--- src/sgsc_consts.svh ---
// constants for the global start and control register group
`ifndef SGSC_CONSTS_SVH
`define SGSC_CONSTS_SVH
`define SGSC_ADDR_FAMILY 8'h00
`define SGSC_ADDR_CHIP 8'h01
`define SGSC_ADDR_GCTL0 8'h02
`define SGSC_CMD_READ 8'h03
`define SGSC_CMD_WRITE 8'h02
`define SGSC_GCTL0_RESET 7'h44
`define SGSC_BIT_START 0
`define SGSC_BIT_LINK_AGE 0
`define SGSC_BIT_DROP_MODE 1
`define SGSC_BIT_SHARE 2
`define SGSC_BIT_MII_EN 3
`define SGSC_PRIO_LSB 4
`define SGSC_PRIO_MSB 6
`define SGSC_FLOWCTL_TYPE 16'h8808
`define SGSC_FLOWCTL_DA 48'h0180C2000001
`define SGSC_FAST_AGE_NS 800000
`define SGSC_CLK_NS 5
`define SGSC_FAST_AGE_CYC (`SGSC_FAST_AGE_NS / `SGSC_CLK_NS)
`define SGSC_NORMAL_AGE_S 375
`define SGSC_NORMAL_AGE_CYC (`SGSC_NORMAL_AGE_S * 64'd200000000)
`endif

--- src/sgsc_pkg.sv ---
// types for the global start and control register group
package sgsc_pkg;
	typedef enum logic [1:0] {SGSC_CFG_EEPROM, SGSC_CFG_SLAVE_A, SGSC_CFG_SLAVE_B, SGSC_CFG_TEST} sgsc_cfg_t;
	typedef enum {SGSC_LOAD_WAIT, SGSC_LOAD_DONE} sgsc_load_t;
endpackage

--- src/sgsc_global_ctrl.sv ---
// global identification, start and control register group
`timescale 1ns/1ps
`include "sgsc_consts.svh"
module sgsc_global_ctrl #(
	parameter logic [7:0] FAMILY_CODE = 8'hA5, // arbitrary
	parameter logic [3:0] CHIP_CODE = 4'hA, // arbitrary
	parameter logic [2:0] REVISION = 3'h1, // arbitrary
	parameter int FAST_AGE_CYC = `SGSC_FAST_AGE_CYC,
	parameter longint NORMAL_AGE_CYC = `SGSC_NORMAL_AGE_CYC
) (
	input wire logic clk,
	input wire logic reset_n,
	input wire logic config_select_high,
	input wire logic config_select_low,
	input wire logic mii_enable_strap_pin,
	input wire logic reg_wr,
	input wire logic reg_rd,
	input wire logic [7:0] reg_cmd,
	input wire logic [7:0] reg_addr,
	input wire logic [7:0] reg_wdata,
	output logic [7:0] reg_rdata,
	output logic reg_rvalid,
	input wire logic load_done,
	input wire logic load_present,
	input wire logic [7:0] load_family,
	input wire logic [7:0] load_chip,
	input wire logic [7:0] load_gctl0,
	input wire logic [2:0] frame_user_prio,
	input wire logic [15:0] frame_type_len,
	input wire logic [47:0] frame_da,
	input wire logic frame_is_flowctl,
	input wire logic [4:0] port_link_up,
	output logic switch_run,
	output logic frame_high_prio,
	output logic frame_drop,
	output logic mii_out_en_n,
	output logic buffer_share,
	output logic [2:0] port_buffer_fifths,
	output logic fast_age_active,
	output logic age_flush_all,
	output logic age_tick
);
	import sgsc_pkg::*;

	logic [1:0] cfg_s1_q, cfg_s2_q;
	logic strap_s1_q, strap_s2_q;
	logic [4:0] link_s1_q, link_s2_q, link_prev_q;
	logic start_q;
	logic [6:0] gctl0_q;
	logic strap_taken_q;
	sgsc_load_t load_q;
	sgsc_cfg_t cfg;
	logic link_lost;
	logic [31:0] fast_cnt_q;
	logic [63:0] norm_cnt_q;
	logic load_ok;

	always_ff @(posedge clk or negedge reset_n) begin
		if (!reset_n) begin
			cfg_s1_q <= 2'h0;
			cfg_s2_q <= 2'h0;
			link_s1_q <= 5'h00;
			link_s2_q <= 5'h00;
			link_prev_q <= 5'h00;
		end else begin
			cfg_s1_q <= {config_select_high, config_select_low};
			cfg_s2_q <= cfg_s1_q;
			link_s1_q <= port_link_up;
			link_s2_q <= link_s1_q;
			link_prev_q <= link_s2_q;
		end
	end

	// strap flops carry no reset so they already hold the pin level on release
	always_ff @(posedge clk) begin
		strap_s1_q <= mii_enable_strap_pin;
		strap_s2_q <= strap_s1_q;
	end

	// pin value 11 is factory test; treated as stopped
	assign cfg = sgsc_cfg_t'(cfg_s2_q);
	assign link_lost = |(link_prev_q & ~link_s2_q);
	assign load_ok = load_present && load_family == FAMILY_CODE && load_chip[7:4] == CHIP_CODE;

	// eeprom load phase; switch_run waits on it only in mode 00
	always_ff @(posedge clk or negedge reset_n) begin
		if (!reset_n) begin
			load_q <= SGSC_LOAD_WAIT;
		end else begin
			case (load_q)
				SGSC_LOAD_WAIT: if (load_done) load_q <= SGSC_LOAD_DONE;
				SGSC_LOAD_DONE: load_q <= SGSC_LOAD_DONE;
				default: load_q <= SGSC_LOAD_WAIT;
			endcase
		end
	end

	// start bit; id fields are never stored so writes drop
	always_ff @(posedge clk or negedge reset_n) begin
		if (!reset_n) begin
			start_q <= 1'b0;
		end else if (reg_wr && reg_cmd == `SGSC_CMD_WRITE && reg_addr == `SGSC_ADDR_CHIP) begin
			start_q <= reg_wdata[`SGSC_BIT_START];
		end else if (load_q == SGSC_LOAD_WAIT && load_done && load_ok) begin
			start_q <= load_chip[`SGSC_BIT_START];
		end
	end

	// strap caught after reset release, not in the reset branch
	always_ff @(posedge clk or negedge reset_n) begin
		if (!reset_n) begin
			gctl0_q <= `SGSC_GCTL0_RESET;
			strap_taken_q <= 1'b0;
		end else if (!strap_taken_q) begin
			strap_taken_q <= 1'b1;
			gctl0_q[`SGSC_BIT_MII_EN] <= strap_s2_q;
		end else if (reg_wr && reg_cmd == `SGSC_CMD_WRITE && reg_addr == `SGSC_ADDR_GCTL0) begin
			gctl0_q <= reg_wdata[6:0];
		end else if (load_q == SGSC_LOAD_WAIT && load_done && load_ok) begin
			gctl0_q <= load_gctl0[6:0];
		end
		// failed or absent load leaves defaults
	end

	always_ff @(posedge clk or negedge reset_n) begin
		if (!reset_n) begin
			switch_run <= 1'b0;
		end else begin
			case (cfg)
				SGSC_CFG_EEPROM: switch_run <= load_q == SGSC_LOAD_DONE;
				SGSC_CFG_SLAVE_A, SGSC_CFG_SLAVE_B: switch_run <= start_q;
				default: switch_run <= 1'b0;
			endcase
		end
	end

	always_ff @(posedge clk or negedge reset_n) begin
		if (!reset_n) begin
			reg_rdata <= 8'h00;
			reg_rvalid <= 1'b0;
		end else begin
			reg_rvalid <= reg_rd && reg_cmd == `SGSC_CMD_READ;
			case (reg_addr)
				`SGSC_ADDR_FAMILY: reg_rdata <= FAMILY_CODE;
				`SGSC_ADDR_CHIP: reg_rdata <= {CHIP_CODE, REVISION, start_q};
				`SGSC_ADDR_GCTL0: reg_rdata <= {1'b0, gctl0_q};
				default: reg_rdata <= 8'h00;
			endcase
		end
	end

	always_ff @(posedge clk or negedge reset_n) begin
		if (!reset_n) begin
			frame_high_prio <= 1'b0;
			frame_drop <= 1'b0;
			mii_out_en_n <= 1'b1;
			buffer_share <= 1'b1;
			port_buffer_fifths <= 3'h5;
		end else begin
			frame_high_prio <= frame_user_prio >= gctl0_q[`SGSC_PRIO_MSB:`SGSC_PRIO_LSB];
			if (gctl0_q[`SGSC_BIT_DROP_MODE])
				frame_drop <= frame_type_len == `SGSC_FLOWCTL_TYPE || frame_da == `SGSC_FLOWCTL_DA;
			else
				frame_drop <= frame_is_flowctl;
			mii_out_en_n <= !gctl0_q[`SGSC_BIT_MII_EN];
			buffer_share <= gctl0_q[`SGSC_BIT_SHARE];
			port_buffer_fifths <= gctl0_q[`SGSC_BIT_SHARE] ? 3'h5 : 3'h1;
		end
	end

	// fast age pass lasts FAST_AGE_CYC cycles (800 us), then back to normal period
	always_ff @(posedge clk or negedge reset_n) begin
		if (!reset_n) begin
			fast_cnt_q <= 32'h0;
			fast_age_active <= 1'b0;
			age_flush_all <= 1'b0;
		end else begin
			age_flush_all <= link_lost;
			if (link_lost && gctl0_q[`SGSC_BIT_LINK_AGE]) begin
				fast_age_active <= 1'b1;
				fast_cnt_q <= 32'(FAST_AGE_CYC - 1);
			end else if (fast_age_active) begin
				if (fast_cnt_q == 32'h0)
					fast_age_active <= 1'b0;
				else
					fast_cnt_q <= fast_cnt_q - 32'h1;
			end
		end
	end

	always_ff @(posedge clk or negedge reset_n) begin
		if (!reset_n) begin
			norm_cnt_q <= 64'h0;
			age_tick <= 1'b0;
		end else begin
			age_tick <= 1'b0;
			if (fast_age_active) begin
				norm_cnt_q <= 64'h0;
			end else if (norm_cnt_q >= 64'(NORMAL_AGE_CYC - 1)) begin
				norm_cnt_q <= 64'h0;
				age_tick <= 1'b1;
			end else begin
				norm_cnt_q <= norm_cnt_q + 64'h1;
			end
		end
	end

	stopped_a: assert property (@(posedge clk) disable iff (!reset_n)
		(cfg_s2_q == 2'h2 && !start_q) |=> !switch_run) else $error("run without start");
	run_start_a: assert property (@(posedge clk) disable iff (!reset_n)
		(cfg_s2_q == 2'h1 && start_q) |=> switch_run) else $error("no run after start");
	auto_run_a: assert property (@(posedge clk) disable iff (!reset_n)
		(cfg_s2_q == 2'h0 && load_q == SGSC_LOAD_DONE) |=> switch_run) else $error("no auto start");
	prio_class_a: assert property (@(posedge clk) disable iff (!reset_n)
		##1 frame_high_prio == ($past(frame_user_prio) >= $past(gctl0_q[6:4]))) else $error("bad priority");
	mii_iso_a: assert property (@(posedge clk) disable iff (!reset_n)
		##1 mii_out_en_n == !$past(gctl0_q[3])) else $error("mii enable wrong");
	share_lim_a: assert property (@(posedge clk) disable iff (!reset_n)
		!buffer_share |-> port_buffer_fifths == 3'h1) else $error("share limit");
	drop_mode_a: assert property (@(posedge clk) disable iff (!reset_n)
		(gctl0_q[1] && frame_type_len == 16'h8808) |=> frame_drop) else $error("no drop");
	fc_drop_a: assert property (@(posedge clk) disable iff (!reset_n)
		(!gctl0_q[1] && !frame_is_flowctl) |=> !frame_drop) else $error("extra drop");
	fast_age_a: assert property (@(posedge clk) disable iff (!reset_n)
		(link_lost && gctl0_q[0]) |=> fast_age_active) else $error("no fast age");
	flush_a: assert property (@(posedge clk) disable iff (!reset_n)
		link_lost |=> age_flush_all) else $error("no flush");
	strap_cap_a: assert property (@(posedge clk) disable iff (!reset_n)
		$rose(strap_taken_q) |-> gctl0_q[3] == $past(strap_s2_q)) else $error("strap not taken");
	id_fixed_a: assert property (@(posedge clk) disable iff (!reset_n)
		(reg_rd && reg_cmd == 8'h03 && reg_addr == 8'h00) |=> reg_rdata == FAMILY_CODE) else $error("id");
endmodule

--- config.mk ---
export PLATFORM = sky130hd
export DESIGN_NAME = sgsc_global_ctrl
export DESIGN_NICKNAME = d
export VERILOG_FILES = /design/src/sgsc_pkg.sv /design/src/sgsc_global_ctrl.sv
export VERILOG_INCLUDE_DIRS = /design/src
export SDC_FILE = /design/constraint.sdc
export NUM_CORES = 1
export LEC_CHECK = 0
export BUFFER_PORTS_ARGS = -buffer_cell sky130_fd_sc_hd__buf_2
export CAP_MARGIN = 20
export CORE_MARGIN = 1
export CORE_UTILIZATION = 49
export CTS_CLUSTER_DIAMETER = 200
export DETAILED_ROUTE_END_ITERATION = 7
export PLACE_DENSITY = 0.79
export SLEW_MARGIN = 20
export SYNTH_ARGS = -nofsm -noshare
export SYNTH_HDL_FRONTEND = slang
export SYNTH_SLANG_ARGS = --single-unit
--- constraint.sdc ---
create_clock -name clk -period 2.45 [get_ports clk]
set_input_delay 0.3675 -clock clk [delete_from_list [all_inputs] [get_ports clk]]
set_output_delay 0.3675 -clock clk [all_outputs]
set_load 0.005 [all_outputs]
# --- After elaboration in Yosys (flattened, before gate mapping) ---
# Index checks and enable logic that the tools add are counted.
totals:
  register_bits: 178
  out_inout_bits: 20
  wordCells: 90
classes:
  add_sub_neg: 2
  order_cmp: 2
  n_eq_ne: 15
  mux: 21
  n_bitwise: 2
  reduce_logical: 23
op_table:
  columns: ["cell", "count"]
  rows:
  - ["two-way mux 32 bit", 4]
  - ["two-way mux 64 bit", 2]
  - ["zero test 32 bit", 3]
  - ["adder 64 x 1 -> 64 bit (second input constant)", 1]
  - [">= comparator 64 x 37 -> 1 bit (second input constant)", 1]
  - ["one-hot mux 32 bit (2 select lines)", 1]
  - ["== test 48 x 41 -> 1 bit (second input constant)", 1]
  - ["== test 32 x 1 -> 1 bit (second input constant)", 1]
  - ["== test 32 x 2 -> 1 bit (second input constant)", 1]
  - ["subtractor 32 x 1 -> 32 bit (second input constant)", 1]
  - ["== test 8 x 2 -> 1 bit (second input constant)", 3]
  - ["one-hot mux 8 bit (3 select lines)", 1]
  - ["== test 16 bit (second input constant)", 1]
  - ["two-way mux 7 bit", 2]
  - ["logical AND 1 bit", 9]
  - ["two-way mux 1 bit", 9]
  - ["== test 8 x 1 -> 1 bit (second input constant)", 1]
  - ["== test 8 bit (second input constant)", 1]
  - ["zero test 8 bit", 1]
  - ["nonzero test 2 bit", 3]
  - ["bitwise AND 5 bit", 1]
  - ["inverter 5 bit", 1]
  - ["OR reduction 5 bit", 1]
  - ["== test 4 bit (second input constant)", 1]
  - ["other kinds (12)", 14]

# --- Depth between registers and ports, before layout ---
# Gate-level depths: netlist (run 1).
depth:
  ltp_word: 7
  ltp_mapped: 9
  depth_no_buf: 7

# --- Worst setup path after synthesis (run 1) ---
# OpenSTA, ideal clock, no wires.
synth_timing:
  path_kind: "register -> register"
  from: "register fast_cnt_q[0]"
  to: "register fast_cnt_q[6]"
  setup_ns: 0.132
  t_arrival_ns: 2.236
  slack_ns: 0.082
  stages_incl_launch_ff: 10
  path_buffers: 2
  period_less_slack_ns: 2.368
  cell_sequence: "dfrtp_1 inv_1 ha_1 or4b_1 or3_1 buf_2 nor3_4 buf_6 nor3_1 or3b_1"
synth_between:
  elab_chain_len: 4
  elab_cells_between_ends: 7
  cone_classes: "add/sub: 1; eq/ne: 1; mux: 3; reduce/logical: 2"
synth_rtl:
  columns: ["item", "line_no", "rtl"]
  rows:
  - ["start: declaration", "sgsc_global_ctrl.sv:54", "logic [31:0] fast_cnt_q;"]
  - ["start signal: assignment", "sgsc_global_ctrl.sv:181", "fast_cnt_q <= 32'(FAST_AGE_CYC - 1);"]
  - ["start signal: assignment", "sgsc_global_ctrl.sv:186", "fast_cnt_q <= fast_cnt_q - 32'h1;"]
  - ["subtractor 32 x 1 -> 32 bit", "sgsc_global_ctrl.sv:186", null]
  - ["two-way mux 32 bit", "sgsc_global_ctrl.sv:183", "if (fast_cnt_q == 32'h0)"]
  - ["two-way mux 32 bit", "sgsc_global_ctrl.sv:182", "end else if (fast_age_active) begin"]
  - ["two-way mux 32 bit", "sgsc_global_ctrl.sv:179", "if (link_lost && gctl0_q[`SGSC_BIT_LINK_AGE]) begin"]
# Several ways; a longest one is shown, not always the timed one. The select of a mux whose other input is x is not followed.
# A chain may end at the register's enable or synchronous reset.

# --- Worst setup path in the final report (run 1) ---
layout_timing:
  from: "register fast_cnt_q[1]"
  to: "register fast_cnt_q[7]"
# Same word-level chain as after synthesis.

==> results.md, run 1 <==
Final layout:
- Of the cells placed in the final design, the portion with a size suffix greater than 1 is 0.2917.
- The footprint of the flip-flops and latches is 3598 um^2.
- In the final layout, the multi-input gates occupy 2829 um^2.
- Once layout is complete, the utilization of the core stands at 0.6526.
- The filler cell count is 1,011.
- The number of standard cells in the final layout excluding fillers is 981.
- The number of nets in the layout is 934.
- The growth of design area from synthesis to finish is 28.41%.
- The repair_antennas step left the layout with diodes totalling 0.

Route:
- Before antenna repair, the detailed router went through 5 iterations.
- Wires add up to 15,750 um.
- The detail-routed via count per cell is 5.489.
- In this run the remaining antenna-violating nets after routing total 0.
- After detailed routing, the number of remaining DRC violations is 0.
- The violation count after the first detailed-routing iteration is 424.
- The detail-routed net length per standard cell is 16.05 um.
- The total number of vias is 5,385.

Worst setup path:
- The delay contributed by the slowest stage of the critical path is 460 ps.
- STA classifies the critical path endpoint as a flip-flop.
- Among cell families on the critical path, the largest total delay comes from simple AND/OR/NAND/NOR gates.
- The critical path in this run is classified as reg2reg.
- The endpoint arrival time on the critical path is 2780 ps.
- The top fanout value on the critical path is 8.
- The startpoint kind of the worst setup timing path is a flip-flop.
- For this design, the slowest cell found on the critical path is sky130_fd_sc_hd__or4b_4.
- The signal on the critical path passes through inv_2 > ha_4 > or4b_4 > or3_4 > o31a_1 > and4_1 > o21ai_1.
- Together, buffers and inverters on the worst path number 1.
- The required time of the worst setup path is 2790 ps.

GRT:
- The largest net degree at the start of global routing is 57.
- For this run the aggregate overflow at the end of global routing stands at 0.
- For met3 alone, demand over resource in global routing was 0.06643.
- The number of antenna violations at the first check in global routing came to 0.
- The via count of the first global-routing pass is 5,493.
- For met1 alone, demand over resource in global routing was 0.3208.
- For this run, global-route usage on met2 was measured as 0.4217.
- The global-route layer with the greatest usage is met2.
- The first global-routing pass estimated 26,050 um of wire.
- The total track usage is 0.2514.

Power and ir drop:
- The logic gate share of total power is 0.048.
- The net load switching power is 1.133 mW.
- The total power divided by cell area is 646.7 nW/um^2.
- Of the total power, registers draw 0.456.
- The proportion of power drawn by the clock network is 0.496.
- The switching fraction of total power is 0.2110.
- The total power draw is 5.370 mW.
- The maximum vdd ir drop is 0.5175 mV.
- The internal portion of the total power is 4.236 mW.
- In this run the static leakage power is 3.709 nW.

Timing:
- Setup total negative slack on the finished layout was measured at 0 ps.
- Dividing the final minimum period by the clock period gives 0.9951.
- Across the routed clock network, the largest skew measured is 10.11 ps.
- The final number of setup-violating endpoints is 0.
- The worst relative slew slack is 0.5179.
- Final hold analysis gives a worst-case slack of 46.39 ps.
- Setup repair after global routing could not meet its margin everywhere.
- The minimum clock period is 2438 ps.
- The total count of max-transition violations in the final report is 0.
- For this run, the top clock speed supported by timing is 0.4102 GHz.
- The final hold violation count was 0.
- For the pin with the worst max-slew slack, the measured transition is 723.1 ps.

Placement:
- Buffers placed on the I/O ports in this run total 142.
- After detailed placement, the design holds a cell count of 944.
- Once detailed placement completed, the half-perimeter wirelength came to 11,310 um.
- At the end of routability-driven placement, the weighted congestion stood at 0.9813.

Clocking:
- CTS placed an instance of sky130_fd_sc_hd__clkbuf_16 at the clock tree root.
- Clock latency on the worst-skew pair, taken at its later pin, is 420 ps.
- The maximum buffer depth of the clock tree is 2.
- TritonCTS built the clock tree.
- Clock tree synthesis inserted a total of 17 buffers.
- The clock transition time at the flip-flop clock pins of the worst setup and hold paths is 60 ps.
- The H-tree generated during clock tree synthesis spans 4 levels.
- The number of sinks driven by the clock tree is 144.

Floorplan:
- The vertical die dimension is 116.9 um.
- The die covers 13,660 um^2.
- The area of the core region is 12,720 um^2.
- The effective utilization at floorplan is 0.5083.
- During I/O placement, the number of pins put on the boundary was 150.
- The number of core rows is 41.
- Measured along the x axis, the die boundary spans 116.9 um.

Synthesis:
- Yosys printed 0 warnings.
- The post-synthesis instance area is 6466 um^2.
- Ranked by total cell area, the synthesized netlist is headed by sky130_fd_sc_hd__dfrtp_1 (53%), sky130_fd_sc_hd__nor3_1 (4.2%), sky130_fd_sc_hd__xnor2_1 (3.0%).
- The main flop type after synthesis is sky130_fd_sc_hd__dfrtp_1.
- The mean post-synth cell area is 10.83 um^2.
- The count of different cell masters after synthesis is 64.
- Of the post-synthesis cell area, the dominant cell type holds 0.5341.
- Of all cell types, the one taking the most synthesized area is sky130_fd_sc_hd__dfrtp_1.
- The flip-flop and latch count after synthesis is 144.
- In the synthesized netlist the async set-or-reset flop fraction comes to 0.9861.
- The number of flops mapped to enable cells by yosys is 0.
- Of the synthesized area, sequential elements account for 0.5565.
- The cell count after synthesis is 597.

Job:
- The max-cap check violation count is 0.

Worst hold path:
- The worst hold path belongs to the class in2reg.

Outcome:
- The run finished with clean final reports.
path summary, 6_finish.rpt:
kind                                       from             end  slack [ps]  depth (start not counted)
max reg2reg                       fast_cnt_q[1]   fast_cnt_q[7]          10                          7
max                               fast_cnt_q[1]   fast_cnt_q[7]          10                          7
max in group asynchronous               reset_n  fast_cnt_q[13]        1110                          3
min reg2reg                          strap_s1_q      strap_s2_q         330                          0
min                        mii_enable_strap_pin      strap_s1_q          50                          1
min in group asynchronous               reset_n  norm_cnt_q[13]         500                          2
metrics by stage:
stage | cell area [um^2] | worst slack, ps
after CTS | 8250 | 18.14
final | 8303 | 12.09
after global placement | 7615 | -64.14
after detailed placement | 7615 | -135.3
after global routing | 8303 | -23.53
after floorplan | 6571 | 81.94
Yosys cell counts (4+ instances only):
cell                       number
sky130_fd_sc_hd__and4_1         7
sky130_fd_sc_hd__nand4_1       24
sky130_fd_sc_hd__and3_1        10
sky130_fd_sc_hd__or3_1         17
sky130_fd_sc_hd__and2_1         6
sky130_fd_sc_hd__mux2i_1        8
sky130_fd_sc_hd__xnor2_1       22
sky130_fd_sc_hd__inv_1         20
sky130_fd_sc_hd__nor2_1        23
sky130_fd_sc_hd__buf_4          4
sky130_fd_sc_hd__xor2_1        20
sky130_fd_sc_hd__nand2_1       31
sky130_fd_sc_hd__clkbuf_1      15
sky130_fd_sc_hd__mux2_2         6
sky130_fd_sc_hd__ha_1           8
sky130_fd_sc_hd__o31ai_1        5
sky130_fd_sc_hd__nor4_1        30
sky130_fd_sc_hd__dfrtp_1      138
sky130_fd_sc_hd__dfstp_2        4
sky130_fd_sc_hd__nand3_1       23
sky130_fd_sc_hd__or4_1         11
sky130_fd_sc_hd__a21oi_1       21
sky130_fd_sc_hd__o21ai_0       16
sky130_fd_sc_hd__or2_2          5
sky130_fd_sc_hd__nor3_1        54
sky130_fd_sc_hd__nor4b_1        9
sky130_fd_sc_hd__a31oi_1        5
worst register-to-register path, cell delays in order, from the launching register on:
cell and delay [ps]:
sky130_fd_sc_hd__dfrtp_1 410, sky130_fd_sc_hd__inv_2 100, sky130_fd_sc_hd__ha_4 120, sky130_fd_sc_hd__or4b_4 460, sky130_fd_sc_hd__or3_4 440, sky130_fd_sc_hd__o31a_1 430, sky130_fd_sc_hd__and4_1 260, sky130_fd_sc_hd__o21ai_1 150
power groups by stage:
| stage | registers [mW] | logic (mW) | clock network, mW |
|---|---|---|---|
| floorplan | 2.49 | 0.0652 | 0 |
| global placement | 2.49 | 0.238 | 0 |
| detailed placement | 2.49 | 0.249 | 0 |
| CTS | 2.45 | 0.253 | 2.72 |
| global route | 2.45 | 0.286 | 2.81 |
| finish | 2.45 | 0.256 | 2.66 |
per-layer routing:
metal  vias to the layer above  wire, um
li1                       2573         -
met1                      2622      6927
met2                       166      7913
met3                        24       690
met4                         0       214
met5                         -         0
final cells by class:
class	instances	share of cell area
Clock buffer	21	0.05666
Timing Repair Buffer	173	0.1162
Inverter	20	0.009042
Multi-Input combinational cell	440	0.3407
Tap cell	172	0.02592
Sequential cell	144	0.4334
Clock inverter	11	0.01808
cells in the final DEF, fill, tap and decap left out, types with 11 or more instances in the layout:
cell type,count
sky130_fd_sc_hd__nand2_1,31
sky130_fd_sc_hd__or4_1,11
sky130_fd_sc_hd__nor4_1,28
sky130_fd_sc_hd__xor2_1,20
sky130_fd_sc_hd__or3_1,16
sky130_fd_sc_hd__nand3_1,23
sky130_fd_sc_hd__buf_4,29
sky130_fd_sc_hd__inv_1,18
sky130_fd_sc_hd__clkbuf_16,17
sky130_fd_sc_hd__nor3_1,54
sky130_fd_sc_hd__xnor2_1,22
sky130_fd_sc_hd__dfrtp_1,138
sky130_fd_sc_hd__nand4_1,24
sky130_fd_sc_hd__o21ai_0,16
sky130_fd_sc_hd__a21oi_1,21
sky130_fd_sc_hd__nor2_1,23
sky130_fd_sc_hd__conb_1,30
sky130_fd_sc_hd__buf_2,141
logic make-up (layout without fill, tap and decap cells):
| logic type | Yosys count | count (layout) | synth area share |
|---|---|---|---|
| mux | 14 | 14 | 0.02283 |
| buf+inv | 41 | 225 | 0.02748 |
| flops | 144 | 144 | 0.5565 |
| xor+xnor | 42 | 42 | 0.05689 |
| compound gates | 74 | 74 | 0.07218 |
| fa+ha+maj | 8 | 8 | 0.01548 |
| other cells | 2 | 30 | 0.001161 |
| simple gates | 272 | 272 | 0.2475 |
sequential cells by signal, summed over array words and instances (netlist names), 2 cells and up:
name / count
link_prev_q: 5
norm_cnt_q: 64
gctl0_q: 7
reg_rdata: 8
link_s1_q: 5
fast_cnt_q: 32
link_s2_q: 5
cfg: 2
cfg_s1_q: 2
what timing repair did:
action | CTS | global route
setup buffers | 0 | 4
hold buffers | 1 | 0
gates resized for setup | 1 | 6
endpoints found under the hold margin | 52 | 0
setup endpoints to repair | 2 | 8
pin swaps | 0 | 7
Note: power is estimated with default switching activity, not from simulation.
==> run 2: changes to the inputs <==
- REMOVE_ABC_BUFFERS: not set -> 1
==> results.md, run 2 (synthesis results as in run 1) <==
Clocking:
- The maximum buffer depth of the clock tree is 2 (unchanged).
- Clock tree synthesis selected as its root buffer the cell sky130_fd_sc_hd__clkbuf_16.
- The clock transition time at the flip-flop clock pins of the worst setup and hold paths was 70 ps (about the same).
- The source-to-sink clock delay at the later pin of the worst-skew pair is 430 ps (about the same).
- The CTS buffer count came to 17 (unchanged).
- The total number of H-tree levels came to 4 (unchanged).
- TritonCTS built the clock tree.
- The number of sinks driven by the clock tree is 144 (unchanged).

Timing:
- The worst hold slack is 36.63 ps (-9.761 ps).
- The setup total negative slack came to 0 ps (unchanged).
- The final hold violation count was 0 (unchanged).
- The total count of max-transition violations in the final report is 0 (unchanged).
- The maximum clock skew at final layout is 10.06 ps (-0.05060 ps).
- The minimum clock period is 2360 ps (-77.49 ps).
- The final setup slack of the worst path is 89.58 ps (+77.49 ps).
- The pin slew with the least headroom to its limit was 723.4 ps (+0.2694 ps).
- The final number of setup-violating endpoints is 0 (unchanged).
- The maximum clock frequency is 0.4237 GHz (+3.3%).
- The worst relative slew slack is 0.5109 (-0.006974).
- The post-route fraction of the period consumed by the critical path came to 0.9634 (-0.03163).

Floorplan:
- The I/O pin count is 150 (unchanged).
- The vertical die dimension is 116.9 um (unchanged).
- The floorplan die area is 13,660 um^2 (unchanged).
- The number of core rows came to 41 (unchanged).
- The area of the core region is 12,720 um^2 (unchanged).
- The effective utilization at floorplan is 0.5083 (unchanged).
- The die boundary width is 116.9 um (unchanged).

Final layout:
- The growth of design area from synthesis to finish is 27.61%.
- The flip-flop count of the largest register, all copies and words added is 64 (unchanged).
- The register with the most flip-flops is norm_cnt_q.
- The number of nets in the layout came to 932 (-0.21%).
- In the layout the commonest cells are sky130_fd_sc_hd__buf_2 (141), sky130_fd_sc_hd__dfrtp_1 (138), sky130_fd_sc_hd__nor3_1 (53), sky130_fd_sc_hd__nand2_1 (31), sky130_fd_sc_hd__conb_1 (30).
- The footprint of the flip-flops and latches came to 3598 um^2 (unchanged).
- The multi-input logic area is 2834 um^2 (+0.18%).
- In the final layout, the registers with the most flip-flops are norm_cnt_q (64), fast_cnt_q (32), reg_rdata (8).
- Leaving out fill and tap cells, the most frequent cell in the layout is sky130_fd_sc_hd__buf_2.
- The filler cell count is 968 (-4.3%).
- The share of post-route cells with drive strength above 1 was 0.2912 (-0.0005162).

Power and ir drop:
- The net load switching power came to 1.267 mW (+12%).
- The total power divided by cell area was 624.6 nW/um^2 (-3.4%).
- The switching fraction of total power is 0.2458 (+0.03480).
- The logic gate share of total power came to 0.048 (about the same).
- The internal power consumption is 3.887 mW (-8.2%).
- The share of total power in sequential cells is 0.475 (+0.019).
- The proportion of power drawn by the clock network is 0.477 (-0.019).
- The maximum vdd ir drop came to 0.4185 mV (-19%).
- The reported leakage power is 3.683 nW (-0.70%).

Job:
- The max-cap check violation count came to 0 (unchanged).

Route:
- The total number of vias was 5,517 (+2.5%).
- The detail-routed via count per cell is 5.624 (+2.5%).
- The violation count after the first detailed-routing iteration is 255 (-40%).
- The post-detailed-routing wire length came to 15,640 um (-0.65%).
- The detailed-router iteration count before antenna repair is 5 (unchanged).
- The total DRC errors in the routed layout is 0 (unchanged).
- The detail-routed net length per standard cell is 15.95 um (-0.65%).
- The count of nets left with antenna violations after detail routing is 0 (unchanged).

Worst setup path:
- The endpoint arrival time on the critical path was 2710 ps (-70 ps).
- STA classifies the critical path startpoint as a flip-flop.
- The required time of the worst setup path is 2800 ps (about the same).
- By startpoint and endpoint, the worst setup path is classified as reg2reg.
- The top fanout value on the critical path came to 8 (unchanged).
- The kind of end point of the critical path is a flip-flop.

Placement:
- The total of buffers placed on input and output ports was 142 (unchanged).
- The pre-CTS setup slack is -94.05 ps (+41.26 ps).
- The detailed placement HPWL came to 11,050 um (-2.4%).
- The final weighted congestion of routability-driven global placement is 0.9530 (-2.9%).

GRT:
- The global-route wire length before repair is 25,700 um (-1.3%).
- The total congestion overflow is 0 (unchanged).
- The total track usage was 0.2502 (-0.001269).
- The number of antenna violations at the first check in global routing is 2 (+2).
- The largest net degree at the start of global routing came to 61 (+7.0%).
- The via count of the first global-routing pass is 5,543 (+0.91%).

Worst hold path:
- The tightest min-delay check is of the in2reg type.

Outcome:
- The flow ran to the end, and the final reports show no timing, DRC or antenna violations.
run 2: cell types whose count changed in the layout (fill, tap and decap cells not counted), sizes merged:
cell / before / now
buf: 172 / 170
diode: 0 / 2
inv: 23 / 31
clkbuf: 21 / 17
clkinv: 3 / 2
bufinv: 3 / 0
run 2: worst max-delay path, cell delays in order, from the launching register on:
cell	delay [ps]
sky130_fd_sc_hd__dfrtp_1	400
sky130_fd_sc_hd__inv_1	100
sky130_fd_sc_hd__ha_1	150
sky130_fd_sc_hd__or4b_4	470
sky130_fd_sc_hd__or3_4	420
sky130_fd_sc_hd__o31a_1	410
sky130_fd_sc_hd__and4_1	240
sky130_fd_sc_hd__o21ai_1	110
run 2: final cells by class:
class | instances | share of cell area
clock inverter | 15 | 0.01653
multi-input combinational | 440 | 0.3434
tap | 172 | 0.02608
sequential | 144 | 0.4361
timing repair buffer | 171 | 0.1166
inverter | 20 | 0.009098
clock buffer | 17 | 0.05155
antenna | 2 | 0.0006065
run 2: worst paths after layout:
check / start / end / slack (ps) / cells past startpoint
max in group asynchronous: reset_n / gctl0_q[6] / 1190 / 3
hold reg to reg: strap_s1_q / strap_s2_q / 330 / 0
min in group asynchronous: reset_n / norm_cnt_q[17] / 490 / 2
hold / removal: mii_enable_strap_pin / strap_s1_q / 40 / 1
setup reg to reg: fast_cnt_q[1] / fast_cnt_q[5] / 90 / 7
setup / recovery: fast_cnt_q[1] / fast_cnt_q[5] / 90 / 7
run 2: what timing repair did:
action,CTS,global route
endpoints found under the hold margin,54,0
gates resized for setup,1,6
pin swaps,0,3
hold buffers,1,0
buffers inserted,0,3
endpoints found under the setup margin,4,7
run 2: metal layers:
layer | wire [um] | track usage | vias up
met5 | 0 | 0 | -
met4 | 490 | 0.1367 | 0
met3 | 800 | 0.04686 | 31
met2 | 8587 | 0.4584 | 215
met1 | 5765 | 0.2739 | 2695
li1 | - | - | 2576
run 2: through the flow:
stage	util	std cells	total power, mW	instance area, um^2
finish	0.6486	981	5.154	8252
global route	0.6486	981	5.341	8252
CTS	0.6443	976	5.188	8197
detailed placement	0.5989	943	2.739	7620
global placement	0.5989	943	2.724	7620
floorplan	-	604	2.549	6469
run 2: power groups by stage:
stage	clock network [mW]	logic [mW]	registers, mW
2_1_floorplan	0	0.0608	2.49
3_3_place_gp	0	0.236	2.49
3_5_place_dp	0	0.247	2.49
4_1_cts	2.49	0.250	2.45
5_1_grt	2.61	0.281	2.45
6_report	2.46	0.250	2.45
==> run 3: changes to the inputs <==
- HOLD_SLACK_MARGIN: not set -> 0.08
==> results.md, run 3 (synthesis results as in run 1) <==
Worst hold path:
- The worst hold path terminates at load_q[0].
- The worst hold path depth is 2 (+1).
- In this run the most critical hold path is launched from load_done.
- The class of the most critical hold timing path is in2reg.

Clocking:
- TritonCTS built the clock tree.
- The CTS buffer count was 17 (unchanged).
- The clock transition time at the flip-flop clock pins of the worst setup and hold paths is 60 ps (about the same).
- The source-to-sink clock delay at the later pin of the worst-skew pair is 420 ps (about the same).
- The number of sinks driven by the clock tree is 144 (unchanged).
- The total number of H-tree levels is 4 (unchanged).
- The tree is rooted in a sky130_fd_sc_hd__clkbuf_16.
- The maximum buffer depth of the clock tree came to 2 (unchanged).

Final layout:
- The area growth from synthesis to layout is 28.85%.
- In the layout the commonest cells are sky130_fd_sc_hd__buf_2 (141), sky130_fd_sc_hd__dfrtp_1 (138), sky130_fd_sc_hd__nor3_1 (53), sky130_fd_sc_hd__nand2_1 (31), sky130_fd_sc_hd__conb_1 (30).
- The most common cell after layout, fill and taps aside is sky130_fd_sc_hd__buf_2.
- The share of post-route cells with drive strength above 1 came to 0.2883 (-0.002858).
- The largest registers in the layout are norm_cnt_q (64), fast_cnt_q (32), reg_rdata (8).
- The flip-flop count of the largest register, all copies and words added was 64 (unchanged).
- The number of nets in the layout is 940 (+0.86%).
- The filler cell count is 962 (-0.62%).
- Counting flops per register, the top entry is norm_cnt_q.
- The number of standard cells in the final layout excluding fillers is 989 (+0.82%).

Worst setup path:
- The number of cells on the worst reg-to-reg path came to 7 (unchanged).
- The worst setup path is launched from a flip-flop.
- The critical path is of the reg2reg type.
- The required time of the worst setup path came to 2800 ps (about the same).
- The worst setup path is captured at a flip-flop.
- The worst reg-to-reg setup slack is 100 ps (about the same).
- The end of the worst register-to-register path is fast_cnt_q[5].
- The top fanout value on the critical path was 8 (unchanged).
- In this run the critical register-to-register path is launched from fast_cnt_q[1].
- The endpoint arrival time on the critical path is 2700 ps (about the same).

Placement:
- The total of buffers placed on input and output ports is 142 (unchanged).
- The detailed placement HPWL is 11,050 um (unchanged).
- The final weighted congestion of routability-driven global placement is 0.9530 (unchanged).
- The number of placed instances with taps included is 943 (unchanged).

Outcome:
- The flow ran to the end, and the final reports show no timing, DRC or antenna violations.

Power and ir drop:
- The total power draw came to 5.165 mW (+0.21%).
- The maximum vdd ir drop is 0.4184 mV (about the same).
- The logic gate share of total power is 0.050 (+0.002).
- The net load switching power is 1.270 mW (+0.20%).
- The proportion of power drawn by the clock network is 0.476 (about the same).
- The total power divided by cell area is 619.9 nW/um^2 (-0.75%).
- The internal power consumption is 3.895 mW (+0.22%).
- The share of total power in sequential cells is 0.474 (about the same).
- The switching fraction of total power was 0.2458 (about the same).
- The reported leakage power was 3.717 nW (+0.91%).

GRT:
- The total congestion overflow is 0 (unchanged).
- The via count of the first global-routing pass is 5,591 (+0.87%).
- The global-route wire length before repair was 26,010 um (+1.2%).
- The total track usage was 0.2529 (+0.002713).
- The largest net degree at the start of global routing is 61 (unchanged).
- The number of antenna violations at the first check in global routing came to 2 (unchanged).

Floorplan:
- The area of the core region is 12,720 um^2 (unchanged).
- The effective utilization at floorplan is 0.5083 (unchanged).
- The floorplan die area was 13,660 um^2 (unchanged).
- The number of core rows is 41 (unchanged).
- The I/O pin count is 150 (unchanged).
- The vertical die dimension is 116.9 um (unchanged).
- The die boundary width was 116.9 um (unchanged).

Timing:
- The post-route fraction of the period consumed by the critical path is 0.9600 (-0.003450).
- The maximum clock skew at final layout is 9.932 ps (-0.1253 ps).
- The final number of setup-violating endpoints came to 0 (unchanged).
- The maximum clock frequency is 0.4252 GHz (+0.36%).
- The minimum clock period came to 2352 ps (-8.452 ps).
- The total count of max-transition violations in the final report was 0 (unchanged).
- The final hold violation count is 0 (unchanged).
- The pin slew with the least headroom to its limit is 727.0 ps (+3.572 ps).
- The worst relative slew slack is 0.5085 (-0.002415).

Route:
- The total number of vias was 5,569 (+0.94%).
- The detailed-router iteration count before antenna repair is 5 (unchanged).
- The post-detailed-routing wire length is 15,760 um (+0.77%).
- The detail-routed via count per cell came to 5.631 (+0.13%).
- The total DRC errors in the routed layout is 0 (unchanged).
- The violation count after the first detailed-routing iteration came to 231 (-9.4%).
- The detail-routed net length per standard cell is 15.94 um (about the same).
- The count of nets left with antenna violations after detail routing is 0 (unchanged).

Job:
- The max-cap check violation count is 0 (unchanged).
-- run 3: changes by cell type in the layout (fill, tap and decap cells not counted), sizes merged --
cell / previous run / this run
dlygate4sd3: 1 / 9
-- run 3: worst max-delay path by stage --
stage / start / end / cells after the start
after global placement: reg_cmd[4] / gctl0_q[1] / 6
after detailed placement: reg_cmd[4] / gctl0_q[1] / 6
final: fast_cnt_q[1] / fast_cnt_q[5] / 7
after floorplan: norm_cnt_q[2] / norm_cnt_q[1] / 5
after global routing: fast_cnt_q[1] / fast_cnt_q[1] / 7
after CTS: fast_cnt_q[14] / fast_cnt_q[18] / 6
-- run 3: cell type report --
type	count	area [um^2]	share of cell area
diodes	2	5.005	0.0006007
multi-input cells	440	2834	0.3401
inverters	20	75.07	0.009010
well taps	172	215.2	0.02583
repair buffers	179	1042	0.1251
clock buffers	17	425.4	0.05106
clock inverters	15	136.4	0.01637
flip-flops and latches	144	3598	0.4319
-- run 3: worst max-delay path, cell delays in order, from the launching register on --
cell	delay, ps
sky130_fd_sc_hd__dfrtp_1	390
sky130_fd_sc_hd__inv_1	100
sky130_fd_sc_hd__ha_1	150
sky130_fd_sc_hd__or4b_4	470
sky130_fd_sc_hd__or3_4	420
sky130_fd_sc_hd__o31a_1	410
sky130_fd_sc_hd__and4_1	240
sky130_fd_sc_hd__o21ai_1	110
-- run 3: stage by stage --
| step | instance area, um^2 | hold WS, ps | util | worst slack, ps | setup TNS, ps |
|---|---|---|---|---|---|
| 2_1_floorplan | 6469 | 71.91 | - | -1607 | -58920 |
| 3_3_place_gp | 7620 | 316.2 | 0.5989 | -46.27 | -99.08 |
| 3_5_place_dp | 7620 | 314.7 | 0.5989 | -94.05 | -316.5 |
| 4_1_cts | 8277 | 139.0 | 0.6506 | 15.12 | 0 |
| 5_1_grt | 8332 | 150.8 | 0.6549 | -11.68 | -11.68 |
| 6_report | 8332 | 149.5 | 0.6549 | 98.04 | 0 |
-- run 3: routing by layer --
metal  GRT usage  part of all wire  up-vias
met5           0                 0        -
met4      0.1376             0.032        0
met3     0.04686             0.050       34
met2      0.4619              0.55      215
met1      0.2787              0.37     2721
li1            -                 -     2599
-- run 3: power by group through the flow --
stage / registers [mW] / logic (mW) / clock network [mW]
after floorplan: 2.49 / 0.0608 / 0
after global placement: 2.49 / 0.236 / 0
after detailed placement: 2.49 / 0.247 / 0
after CTS: 2.45 / 0.260 / 2.49
after global routing: 2.45 / 0.292 / 2.61
final: 2.45 / 0.260 / 2.46
-- run 3: repair_timing --
action | CTS | global route
hold buffers | 9 | 0
setup endpoints to repair | 4 | 7
endpoints found under the hold margin | 62 | 0
pin swaps | 0 | 3
buffers inserted | 0 | 3
cloned | 0 | 0
gates resized for setup | 1 | 6
